<file path="config.mk">
export PLATFORM = sky130hd
export DESIGN_NAME = btw_walker
export DESIGN_NICKNAME = d
export VERILOG_FILES = /design/src/logic/btw_pkg.sv /design/src/logic/btw_walker.sv
export VERILOG_INCLUDE_DIRS = /design/src /design/src/logic
export SDC_FILE = /design/constraint.sdc
export NUM_CORES = 2
export LEC_CHECK = 0
export ABC_CLOCK_PERIOD_IN_PS = 26000
export BUFFER_PORTS_ARGS = -buffer_cell sky130_fd_sc_hd__buf_2
export CORE_ASPECT_RATIO = 0.75
export CORE_UTILIZATION = 40
export CTS_BUF_LIST = sky130_fd_sc_hd__clkbuf_16
export CTS_CLUSTER_DIAMETER = 40
export DETAILED_ROUTE_END_ITERATION = 8
export SLEW_MARGIN = 10
export SYNTH_ARGS = -nofsm -noshare
export SYNTH_HDL_FRONTEND = slang
export SYNTH_SLANG_ARGS = --single-unit
export TNS_END_PERCENT = 10
</file>
<file path="constraint.sdc">
create_clock -name i_clk -period 26 [get_ports i_clk]
set_input_delay 1.3 -clock i_clk [delete_from_list [all_inputs] [get_ports i_clk]]
set_output_delay 1.3 -clock i_clk [all_outputs]
set_load 0.02 [all_outputs]
</file>
<file path="src/logic/btw_consts.svh">
// Constants of the bounds-table walker.
`ifndef BTW_CONSTS_SVH
`define BTW_CONSTS_SVH
`define BTW_CPL_USER 2'h3
`define BTW_DIR_BASE_LSB 12
`define BTW_DE_VALID_BIT 0
`define BTW_EC_NONE 2'h0
`define BTW_EC_BOUNDS 2'h1
`define BTW_EC_BAD_DE 2'h2
`define BTW_EC_RSVD 2'h3
`define BTW_CFG_RESET 64'h0000_0000_0000_0000
`define BTW_STS_RESET 64'h0000_0000_0000_0000
`define BTW_OFS_CFG_USER 4'h0
`define BTW_OFS_CFG_SUPV 4'h1
`define BTW_OFS_STATUS 4'h2
`define BTW_OFS_WADJ 4'h3
`define BTW_OFS_SEG_DATA 4'h4
`define BTW_WADJ_LSB 17
`define BTW_WADJ_MSB 21
`define BTW_FIELDS 3'h4
`endif

</file>
<file path="src/logic/btw_pkg.sv">
// Types of the bounds-table walker.
`default_nettype none
package btw_pkg;
  typedef enum logic [2:0] {
    BTW_IDLE = 3'h0,
    BTW_DE_REQ = 3'h1,
    BTW_DE_WAIT = 3'h3,
    BTW_TE_REQ = 3'h2,
    BTW_TE_WAIT = 3'h6,
    BTW_DONE = 3'h4
  } btw_state_t;
endpackage : btw_pkg
`default_nettype wire

</file>
<file path="src/logic/btw_walker.sv">
// Bounds-table walker: directory and table lookup for indexed bounds load and store.
// ==================================================
//
// Our own choices: the register offsets and the address-and-strobe port.
`timescale 1ns/1ps
`default_nettype none
`include "btw_consts.svh"
module btw_walker (
  input wire logic i_clk,
  input wire logic i_sys_rst,
  input wire logic i_init,
  input wire logic [3:0] i_reg_addr,
  input wire logic [63:0] i_reg_wdata,
  input wire logic i_reg_wr,
  input wire logic i_reg_rd,
  output logic [63:0] o_reg_rdata,
  input wire logic i_op_start,
  input wire logic i_op_store,
  input wire logic i_mode64,
  input wire logic i_mode16,
  input wire logic i_addr_prefix,
  input wire logic [1:0] i_privilege_level,
  input wire logic [63:0] i_seg_base,
  input wire logic [63:0] i_pointer_storage_addr,
  input wire logic [63:0] i_lower_bound,
  input wire logic [63:0] i_upper_bound,
  input wire logic [63:0] i_pointer_value,
  output logic o_busy,
  output logic o_done,
  output logic o_bound_range_fault,
  output logic o_undefined_opcode_fault,
  output logic [63:0] o_lower_bound,
  output logic [63:0] o_upper_bound,
  output logic [63:0] o_pointer_value,
  output logic o_mem_req,
  output logic o_mem_we,
  output logic o_mem_wide,
  output logic [63:0] o_mem_addr,
  output logic [63:0] o_mem_wdata,
  input wire logic i_mem_ack,
  input wire logic [63:0] i_mem_rdata
);
  // ==================================================
  // State
  typedef struct packed {
    btw_pkg::btw_state_t st;
    logic [63:0] cfg_user;
    logic [63:0] cfg_supv;
    logic [63:0] status;
    logic [4:0] wadj_user;
    logic [63:0] seg_data;
    logic [63:0] rdata;
    logic store;
    logic wide;
    logic [63:0] lin;
    logic [63:0] dir_base;
    logic [4:0] wadj;
    logic [63:0] tbl_base;
    logic [2:0] fld;
    logic [63:0] lb;
    logic [63:0] ub;
    logic [63:0] pv;
    logic done;
    logic brf;
    logic udf;
    logic req;
    logic we;
    logic [63:0] addr;
    logic [63:0] wdata;
  } btw_state_s_t;

  btw_state_s_t s_r;
  btw_state_s_t s_nxt;

  // Narrow values are zero-extended so upper halves stay clear.
  function automatic logic [63:0] btw_fit(input logic wide, input logic [63:0] v);
    btw_fit = wide ? v : {32'h0000_0000, v[31:0]};
  endfunction : btw_fit

  // Directory offset for the wide and narrow layouts.
  function automatic logic [63:0] btw_dir_ofs(input logic wide, input logic [4:0] adj,
                                              input logic [63:0] la);
    logic [63:0] m;
    m = (64'h0000_0000_1000_0000 << adj) - 64'h0000_0000_0000_0001;
    if (wide) begin
      btw_dir_ofs = ((la >> 20) & m) << 3;
    end else begin
      btw_dir_ofs = {42'h0, la[31:12], 2'h0};
    end
  endfunction : btw_dir_ofs

  logic [63:0] sel_cfg;
  logic [63:0] te_ofs;
  logic [63:0] ld_val;

  always_comb begin
    s_nxt = s_r;
    s_nxt.done = 1'b0;
    s_nxt.brf = 1'b0;
    s_nxt.udf = 1'b0;
    s_nxt.rdata = 64'h0000_0000_0000_0000;
    sel_cfg = (i_privilege_level == `BTW_CPL_USER) ? s_r.cfg_user : s_r.cfg_supv;
    te_ofs = s_r.wide ? {42'h0, s_r.lin[19:3], 5'h00}
                      : {50'h0, s_r.lin[11:2], 4'h0};
    ld_val = btw_fit(s_r.wide, i_mem_rdata);
    if (i_reg_rd) begin
      unique case (i_reg_addr)
        `BTW_OFS_CFG_USER: s_nxt.rdata = s_r.cfg_user;
        `BTW_OFS_CFG_SUPV: s_nxt.rdata = s_r.cfg_supv;
        `BTW_OFS_STATUS: s_nxt.rdata = s_r.status;
        `BTW_OFS_WADJ: s_nxt.rdata = {42'h0, s_r.wadj_user, 17'h0_0000};
        `BTW_OFS_SEG_DATA: s_nxt.rdata = s_r.seg_data;
        default: s_nxt.rdata = 64'h0000_0000_0000_0000;
      endcase
    end
    if (i_reg_wr) begin
      unique case (i_reg_addr)
        `BTW_OFS_CFG_USER: s_nxt.cfg_user = i_reg_wdata;
        `BTW_OFS_CFG_SUPV: s_nxt.cfg_supv = i_reg_wdata;
        `BTW_OFS_STATUS: s_nxt.status = i_reg_wdata;
        `BTW_OFS_WADJ: s_nxt.wadj_user = i_reg_wdata[`BTW_WADJ_MSB:`BTW_WADJ_LSB];
        `BTW_OFS_SEG_DATA: s_nxt.seg_data = i_reg_wdata;
        default: s_nxt.seg_data = s_r.seg_data;
      endcase
    end
    unique case (s_r.st)
      btw_pkg::BTW_IDLE: begin
        if (i_op_start) begin
          s_nxt.store = i_op_store;
          if (!i_mode64 && (i_addr_prefix != i_mode16)) begin
            s_nxt.udf = 1'b1;
            s_nxt.done = 1'b1;
          end else begin
            // Prefix has no effect in wide mode.
            s_nxt.wide = i_mode64;
            s_nxt.lin = btw_fit(i_mode64, i_seg_base + i_pointer_storage_addr);
            s_nxt.wadj = (i_privilege_level == `BTW_CPL_USER) ? s_r.wadj_user : 5'h00;
            s_nxt.dir_base = i_mode64 ? {sel_cfg[63:`BTW_DIR_BASE_LSB], 12'h000}
                                      : {32'h0, sel_cfg[31:`BTW_DIR_BASE_LSB], 12'h000};
            s_nxt.lb = btw_fit(i_mode64, i_lower_bound);
            s_nxt.ub = btw_fit(i_mode64, i_upper_bound);
            s_nxt.pv = btw_fit(i_mode64, i_pointer_value);
            s_nxt.st = btw_pkg::BTW_DE_REQ;
          end
        end
      end
      btw_pkg::BTW_DE_REQ: begin
        s_nxt.addr = btw_fit(s_r.wide, s_r.dir_base
                     + btw_dir_ofs(s_r.wide, s_r.wadj, s_r.lin));
        s_nxt.req = 1'b1;
        s_nxt.we = 1'b0;
        s_nxt.st = btw_pkg::BTW_DE_WAIT;
      end
      btw_pkg::BTW_DE_WAIT: begin
        if (i_mem_ack) begin
          s_nxt.req = 1'b0;
          if (!ld_val[`BTW_DE_VALID_BIT]) begin
            // No table access follows a bad entry.
            s_nxt.status = {s_r.addr[63:2], `BTW_EC_BAD_DE};
            s_nxt.brf = 1'b1;
            s_nxt.done = 1'b1;
            s_nxt.st = btw_pkg::BTW_IDLE;
          end else begin
            s_nxt.tbl_base = s_r.wide ? {ld_val[63:3], 3'h0}
                                      : {32'h0, ld_val[31:2], 2'h0};
            s_nxt.fld = 3'h0;
            s_nxt.st = btw_pkg::BTW_TE_REQ;
          end
        end
      end
      btw_pkg::BTW_TE_REQ: begin
        // Fields in order lower, upper, pointer, reserved.
        s_nxt.addr = s_r.wide ? s_r.tbl_base + te_ofs + {58'h0, s_r.fld, 3'h0}
                              : btw_fit(1'b0, s_r.seg_data + s_r.tbl_base + te_ofs
                                + {59'h0, s_r.fld, 2'h0});
        s_nxt.we = s_r.store;
        s_nxt.wdata = (s_r.fld == 3'h0) ? s_r.lb : (s_r.fld == 3'h1) ? s_r.ub
                    : (s_r.fld == 3'h2) ? s_r.pv : 64'h0000_0000_0000_0000;
        s_nxt.req = 1'b1;
        s_nxt.st = btw_pkg::BTW_TE_WAIT;
      end
      btw_pkg::BTW_TE_WAIT: begin
        if (i_mem_ack) begin
          s_nxt.req = 1'b0;
          if (!s_r.store) begin
            unique case (s_r.fld)
              3'h0: s_nxt.lb = ld_val;
              3'h1: s_nxt.ub = ld_val;
              3'h2: s_nxt.pv = ld_val;
              default: s_nxt.pv = s_r.pv;
            endcase
          end
          s_nxt.fld = s_r.fld + 3'h1;
          // Reserved field is skipped on load, written as zero on store.
          if ((s_r.fld == 3'h3) || (!s_r.store && s_r.fld == 3'h2)) begin
            s_nxt.st = btw_pkg::BTW_DONE;
          end else begin
            s_nxt.st = btw_pkg::BTW_TE_REQ;
          end
        end
      end
      btw_pkg::BTW_DONE: begin
        s_nxt.done = 1'b1;
        s_nxt.st = btw_pkg::BTW_IDLE;
      end
      default: s_nxt.st = btw_pkg::BTW_IDLE;
    endcase
    if (i_init) begin
      s_nxt.cfg_user = `BTW_CFG_RESET;
      s_nxt.cfg_supv = `BTW_CFG_RESET;
      s_nxt.status = `BTW_STS_RESET;
    end
  end

  always_ff @(posedge i_clk or posedge i_sys_rst) begin
    if (i_sys_rst) begin
      s_r <= '0;
    end else begin
      s_r <= s_nxt;
    end
  end

  assign o_reg_rdata = s_r.rdata;
  assign o_busy = (s_r.st != btw_pkg::BTW_IDLE);
  assign o_done = s_r.done;
  assign o_bound_range_fault = s_r.brf;
  assign o_undefined_opcode_fault = s_r.udf;
  assign o_lower_bound = s_r.lb;
  assign o_upper_bound = s_r.ub;
  assign o_pointer_value = s_r.pv;
  assign o_mem_req = s_r.req;
  assign o_mem_we = s_r.we;
  assign o_mem_wide = s_r.wide;
  assign o_mem_addr = s_r.addr;
  assign o_mem_wdata = s_r.wdata;
endmodule : btw_walker
`default_nettype wire

</file>
== Word level (Yosys, flattened, before mapping) ==
Cells that the tools add are included.

* Register bits: 855
* Latch bits: 0
* RAM bits: 0
* Memory bits (read-only): 0
* Output and inout port bits: 391
* Memories: 0

* Add/sub/neg operators: 9
* $mul: 0
* Divide/modulo/power cells: 0
* $lt $le $gt $ge: 0
* Equality and inequality tests: 24
* Shift operators: 1
* Mux-type cells: 57
* Bitwise operators: 2
* Reductions and logical operators: 31

{| class="wikitable"
|+ Operators by type and width
! cell !! count
|-
| 2-to-1 mux 64 bit || 26
|-
| 2-to-1 mux 192 bit || 3
|-
| case mux 192 bit (2 select lines) || 1
|-
| case mux 64 bit (5 select lines) || 1
|-
| 2-to-1 mux 261 bit || 1
|-
| 2-to-1 mux 195 bit || 1
|-
| 2-to-1 mux 193 bit || 1
|-
| case mux 65 bit (2 select lines) || 1
|-
| adder 64 bit || 2
|-
| adder 64 x 22 -> 64 bit || 1
|-
| adder 64 x 6 -> 64 bit || 1
|-
| AND 44 x 61 -> 61 bit || 1
|-
| left shift 29 x 5 -> 61 bit (first input constant) || 1
|-
| subtractor 61 x 1 -> 61 bit (second input constant) || 1
|-
| adder 32 x 22 -> 32 bit || 1
|-
| adder 32 bit || 1
|-
| adder 32 x 5 -> 32 bit || 1
|-
| 2-to-1 mux 22 bit || 1
|-
| 2-to-1 mux 3 bit || 7
|-
| inequality test 2 bit (second input constant) || 9
|-
| AND reduction 6 bit || 3
|-
| case mux 3 bit (5 select lines) || 1
|-
| nonzero test 2 bit || 7
|-
| equality test 3 x 2 -> 1 bit (second input constant) || 4
|-
| 26 further kinds || 47
|}

== Depth between registers and ports, before layout ==
* Word-level depth: 8
* Gate-level depth with buffers: 20

== Worst setup path before layout ==
No wires, ideal clock.

* Kind: reg2reg
* Start point: register s_r (netlist bit o_mem_wide)
* End point: register s_r (netlist bit o_mem_addr[61])
* Arrival time: 4.374 ns
* Required time: 25.874 ns
* Path slack: 21.500 ns
* Cell stages (with the launch flop): 19
* Buffers on the path: 4
* Period minus slack after synthesis: 4.500 ns
* Cell sequence: dfrtp_1 > clkbuf_1 > buf_1 > clkbuf_1 > and2_1 > ha_1 > ha_1 > a21o_1 > a21o_1 > a21o_1 > a21o_1 > a211o_1 > o31a_1 > o21a_1 > buf_2 > o21bai_4 > nor2_1 > xor2_1 > a221o_1

* Word-level cells in the longest chain between the ends: 5

{| class="wikitable"
|+ Ends and longest elaborated chain
! what !! RTL line !! source
|-
| start: declaration || btw_walker.sv:72 || <nowiki>btw_state_s_t s_r;</nowiki>
|-
| start signal: assignment || btw_walker.sv:219 || <nowiki>s_r <= s_nxt;</nowiki>
|-
| 2-to-1 mux 22 bit or 2-to-1 mux 64 bit (tied branches) || btw_walker.sv:103, btw_walker.sv:85 ||
|-
| adder 64 x 22 -> 64 bit or 2-to-1 mux 64 bit (tied branches) || btw_walker.sv:173, btw_walker.sv:126 ||
|-
| adder 64 x 6 -> 64 bit or adder 64 bit (tied branches) || btw_walker.sv:173, btw_walker.sv:149 ||
|-
| 2-to-1 mux 64 bit, on equally long branches || btw_walker.sv:173, btw_walker.sv:77 ||
|-
| case mux 65 bit (2 select lines) * || btw_walker.sv:126 || <nowiki>unique case (s_r.st)</nowiki>
|}

Mark *: on every way between the ends. The rest lies on a longest branch, timed or not. The select of a mux whose other input is x is not followed.
A chain may end at the register's enable or synchronous reset.

== Worst setup path after layout ==
Same ends and word-level chain as after synthesis.

==> results_dict.tcl <==
set metrics [dict create \
    status "finished, final reports clean" \
    synth_top_family_by_area "compound AO/OA/AOI/OAI gates" \
    ff_latch_area_um2 21000 \
    die_width_um 402 \
    drv_slew 0 \
    synthAdderAreaFrac_pct 6.35 \
    clock_path_buffers 3 \
    drive_gt1_share_pct 23.7 \
    grt_first_pass_wirelength_mm 266 \
    drt_iter0_drc 4498 \
    grt_max_degree 122 \
    grt_usage_pct 29.0 \
    synth_mux_area_share_pct 4.09 \
    worst_slack_ns 20.12 \
    seq_area_frac_synth_pct 43.7 \
    final_common_cell "buf_2" \
    remaining_drc_errors 0 \
    first_pass_iters 8 \
    dp.cells 6839 \
    cp_cell_sequence "buf_4, buf_4, mux2_2, ha_1, a21oi_1, o21bai_1, a221oi_1, o211ai_1, a22oi_1, o21ai_1, a21oi_1, nor4_1, xnor2_1, nor2_1, a221o_1" \
    dp_hpwl_mm 128 \
    cpPeakStageDelay_ns 0.71 \
    max_clock_freq_mhz 170 \
    via_count 41462 \
    ctsHoldBuffers 0 \
    viasPerCell 5.85 \
    skew_ns 0.0328 \
    h-tree-depth 4 \
    p_total_mw 6.24 \
    clk_latency_ns 0.77 \
    overflow 0 \
    highest_layer "met5" \
    start_kind "flip-flop" \
    grt_pass1_vias 39401 \
    path_clk_slew_ns 0.05 \
    rows 109 \
    cts_tree "built" \
    io-pin-count 856 \
    hp-class "reg -> reg" \
    worst_slew_pin_slew_ns 1.22 \
    dp_slack_ns 20.22 \
    mostFrequentLayoutCells "buf_2, dfrtp_1, nand2_1, o21ai_0, a21oi_1" \
    initial_core_util_pct 40.5 \
    peakVddDrop_uv 70.6 \
    synth-compound-area-share_pct 22.1 \
    synth_edf_count 0 \
    cap_violations 0 \
    finalSetupViolCount 0 \
    cts_setup_buffers 0 \
    met1_length_mm 78.9 \
    drtAntennaViolNets 0 \
    crit_fanout 51 \
    power_leakage_nw 26.3 \
    synth_flop_cell "dfrtp_1" \
    required_ns 26.63 \
    synthArstFlopShare_pct 100 \
    cp.buffers_inverters 2 \
    port_buffers 855 \
    fillers 11356 \
    yosys.area_share.simple_pct 11.4 \
    numClockSinks 839 \
    syn_nets 5775 \
    wl_per_cell_um 25.7 \
    whs_ns 0.475 \
    arrival_ns 6.51 \
    timing.final.crit_share_pct 22.6 \
    reg2regPathDepth 15 \
    crit_cells 15 \
    die_area_um2 121000 \
    yosys_register_bits 839 \
    syn_to_final_growth_pct 15.0 \
    cts_root_buf "clkbuf_16" \
    fin_tns_setup_ns 0 \
    netlist_area_um2 48000 \
    synth-xor-area-share_pct 3.28 \
    path_delay_family "compound AO/OA/AOI/OAI gates" \
    final_nets 6111 \
    grt_setup_unrepaired "no" \
    synthCells 5082 \
    slew_headroom_pct 18.1 \
    multi_input_area_um2 22800 \
    antenna_found_initial 28 \
    crit_path_end_kind "flip-flop" \
    wl_met3_mm 15.8 \
    yosys_warnings 0 \
    whs_path_depth 2 \
    worstSetupPathType "reg -> reg" \
    hold_viol_final 0 \
    die_h_um 302 \
    core-area_um2 118000 \
    gp_congestion 0.932 \
    cts.repair.resized 0 \
    synth_cell_types 84 \
    p_per_area_nw_per_um2 113 \
    critical_path.slowest_cell "dfrtp_4" \
    finalWirelength_mm 182 \
    avgSynthCellArea_um2 9.44 \
    route.met2.wl_mm 82.2 \
    min_period_ns 5.88 \
    finalNonFillerCells 7090 \
    cts_buffers 131 \
]
registers in the layout, indices dropped and copies added (netlist names):
name / flops
s_r: 449
o_lower_bound: 64
o_mem_addr: 64
o_mem_wdata: 64
o_pointer_value: 64
o_reg_rdata: 64
o_upper_bound: 64
o_bound_range_fault: 1
o_done: 1
o_mem_req: 1
o_mem_we: 1
o_mem_wide: 1
o_undefined_opcode_fault: 1
worst register-to-register path: stages (launching register included):
cell,delay [ns]
dfrtp_4,0.71
buf_4,0.60
buf_4,0.61
mux2_2,0.42
ha_1,0.37
a21oi_1,0.19
o21bai_1,0.11
a221oi_1,0.36
o211ai_1,0.16
a22oi_1,0.53
o21ai_1,0.30
a21oi_1,0.70
nor4_1,0.16
xnor2_1,0.20
nor2_1,0.05
a221o_1,0.29
area by class of cell:
class,instances,area share [%]
antenna,13,0.0589
clock buffer,135,6.12
multi-input combinational,3467,41.3
clock inverter,103,1.85
timing repair buffer,922,8.66
inverter,57,0.401
sequential,839,38.0
tap,1554,3.52
worst paths after layout:
check / slack, ns / startpoint / endpoint
max reg2reg: 20.12 / o_mem_wide / o_mem_addr[61]
max: 20.12 / o_mem_wide / o_mem_addr[61]
min: 0.48 / o_mem_wdata[59] / o_mem_wdata[59]
max in group asynchronous: 22.24 / i_sys_rst / s_r[807]
min reg2reg: 0.48 / o_mem_wdata[59] / o_mem_wdata[59]
min in group asynchronous: 0.70 / i_sys_rst / o_mem_wdata[53]
logic make-up after synthesis:
kind of cell / after synthesis
simple gates: 1259
fa+ha+maj: 228
mux: 181
xor+xnor: 180
buf+inv: 776
flops: 839
compound gates: 1619
per-stage QoR:
stage	area (µm²)	util [%]
2_1_floorplan	48000	-
4_1_cts	55200	46.6
5_1_grt	55200	46.6
6_report	55200	46.6
3_3_place_gp	50800	42.9
3_5_place_dp	50800	42.9
Yosys cell counts, types with 106 or more instances:
| cell | instances | share of area [%] |
|---|---|---|
| a21oi_1 | 309 | 3.2 |
| a22o_1 | 134 | 2.4 |
| a22oi_1 | 118 | 1.8 |
| buf_4 | 384 | 6.0 |
| clkbuf_1 | 288 | 2.3 |
| dfrtp_1 | 839 | 44 |
| ha_1 | 202 | 5.3 |
| mux2_2 | 111 | 2.6 |
| nand2_1 | 713 | 5.6 |
| nand3_1 | 108 | 1.1 |
| nor2_1 | 193 | 1.5 |
| o21ai_0 | 580 | 6.0 |
| xnor2_1 | 106 | 1.9 |
power by group:
part	switching, mW	internal, mW	total, mW
clock	0.702	1.08	1.78
combinational	1.59	0.875	2.47
sequential	0.366	1.62	1.99
routing by layer:
layer  track usage, %  vias to the layer above
met3             7.24                      336
met1             40.5                    20474
met4             9.58                       26
met5                0                        -
li1                 -                    18708
met2             44.0                     1918
(Power assumes the default switching activity.)
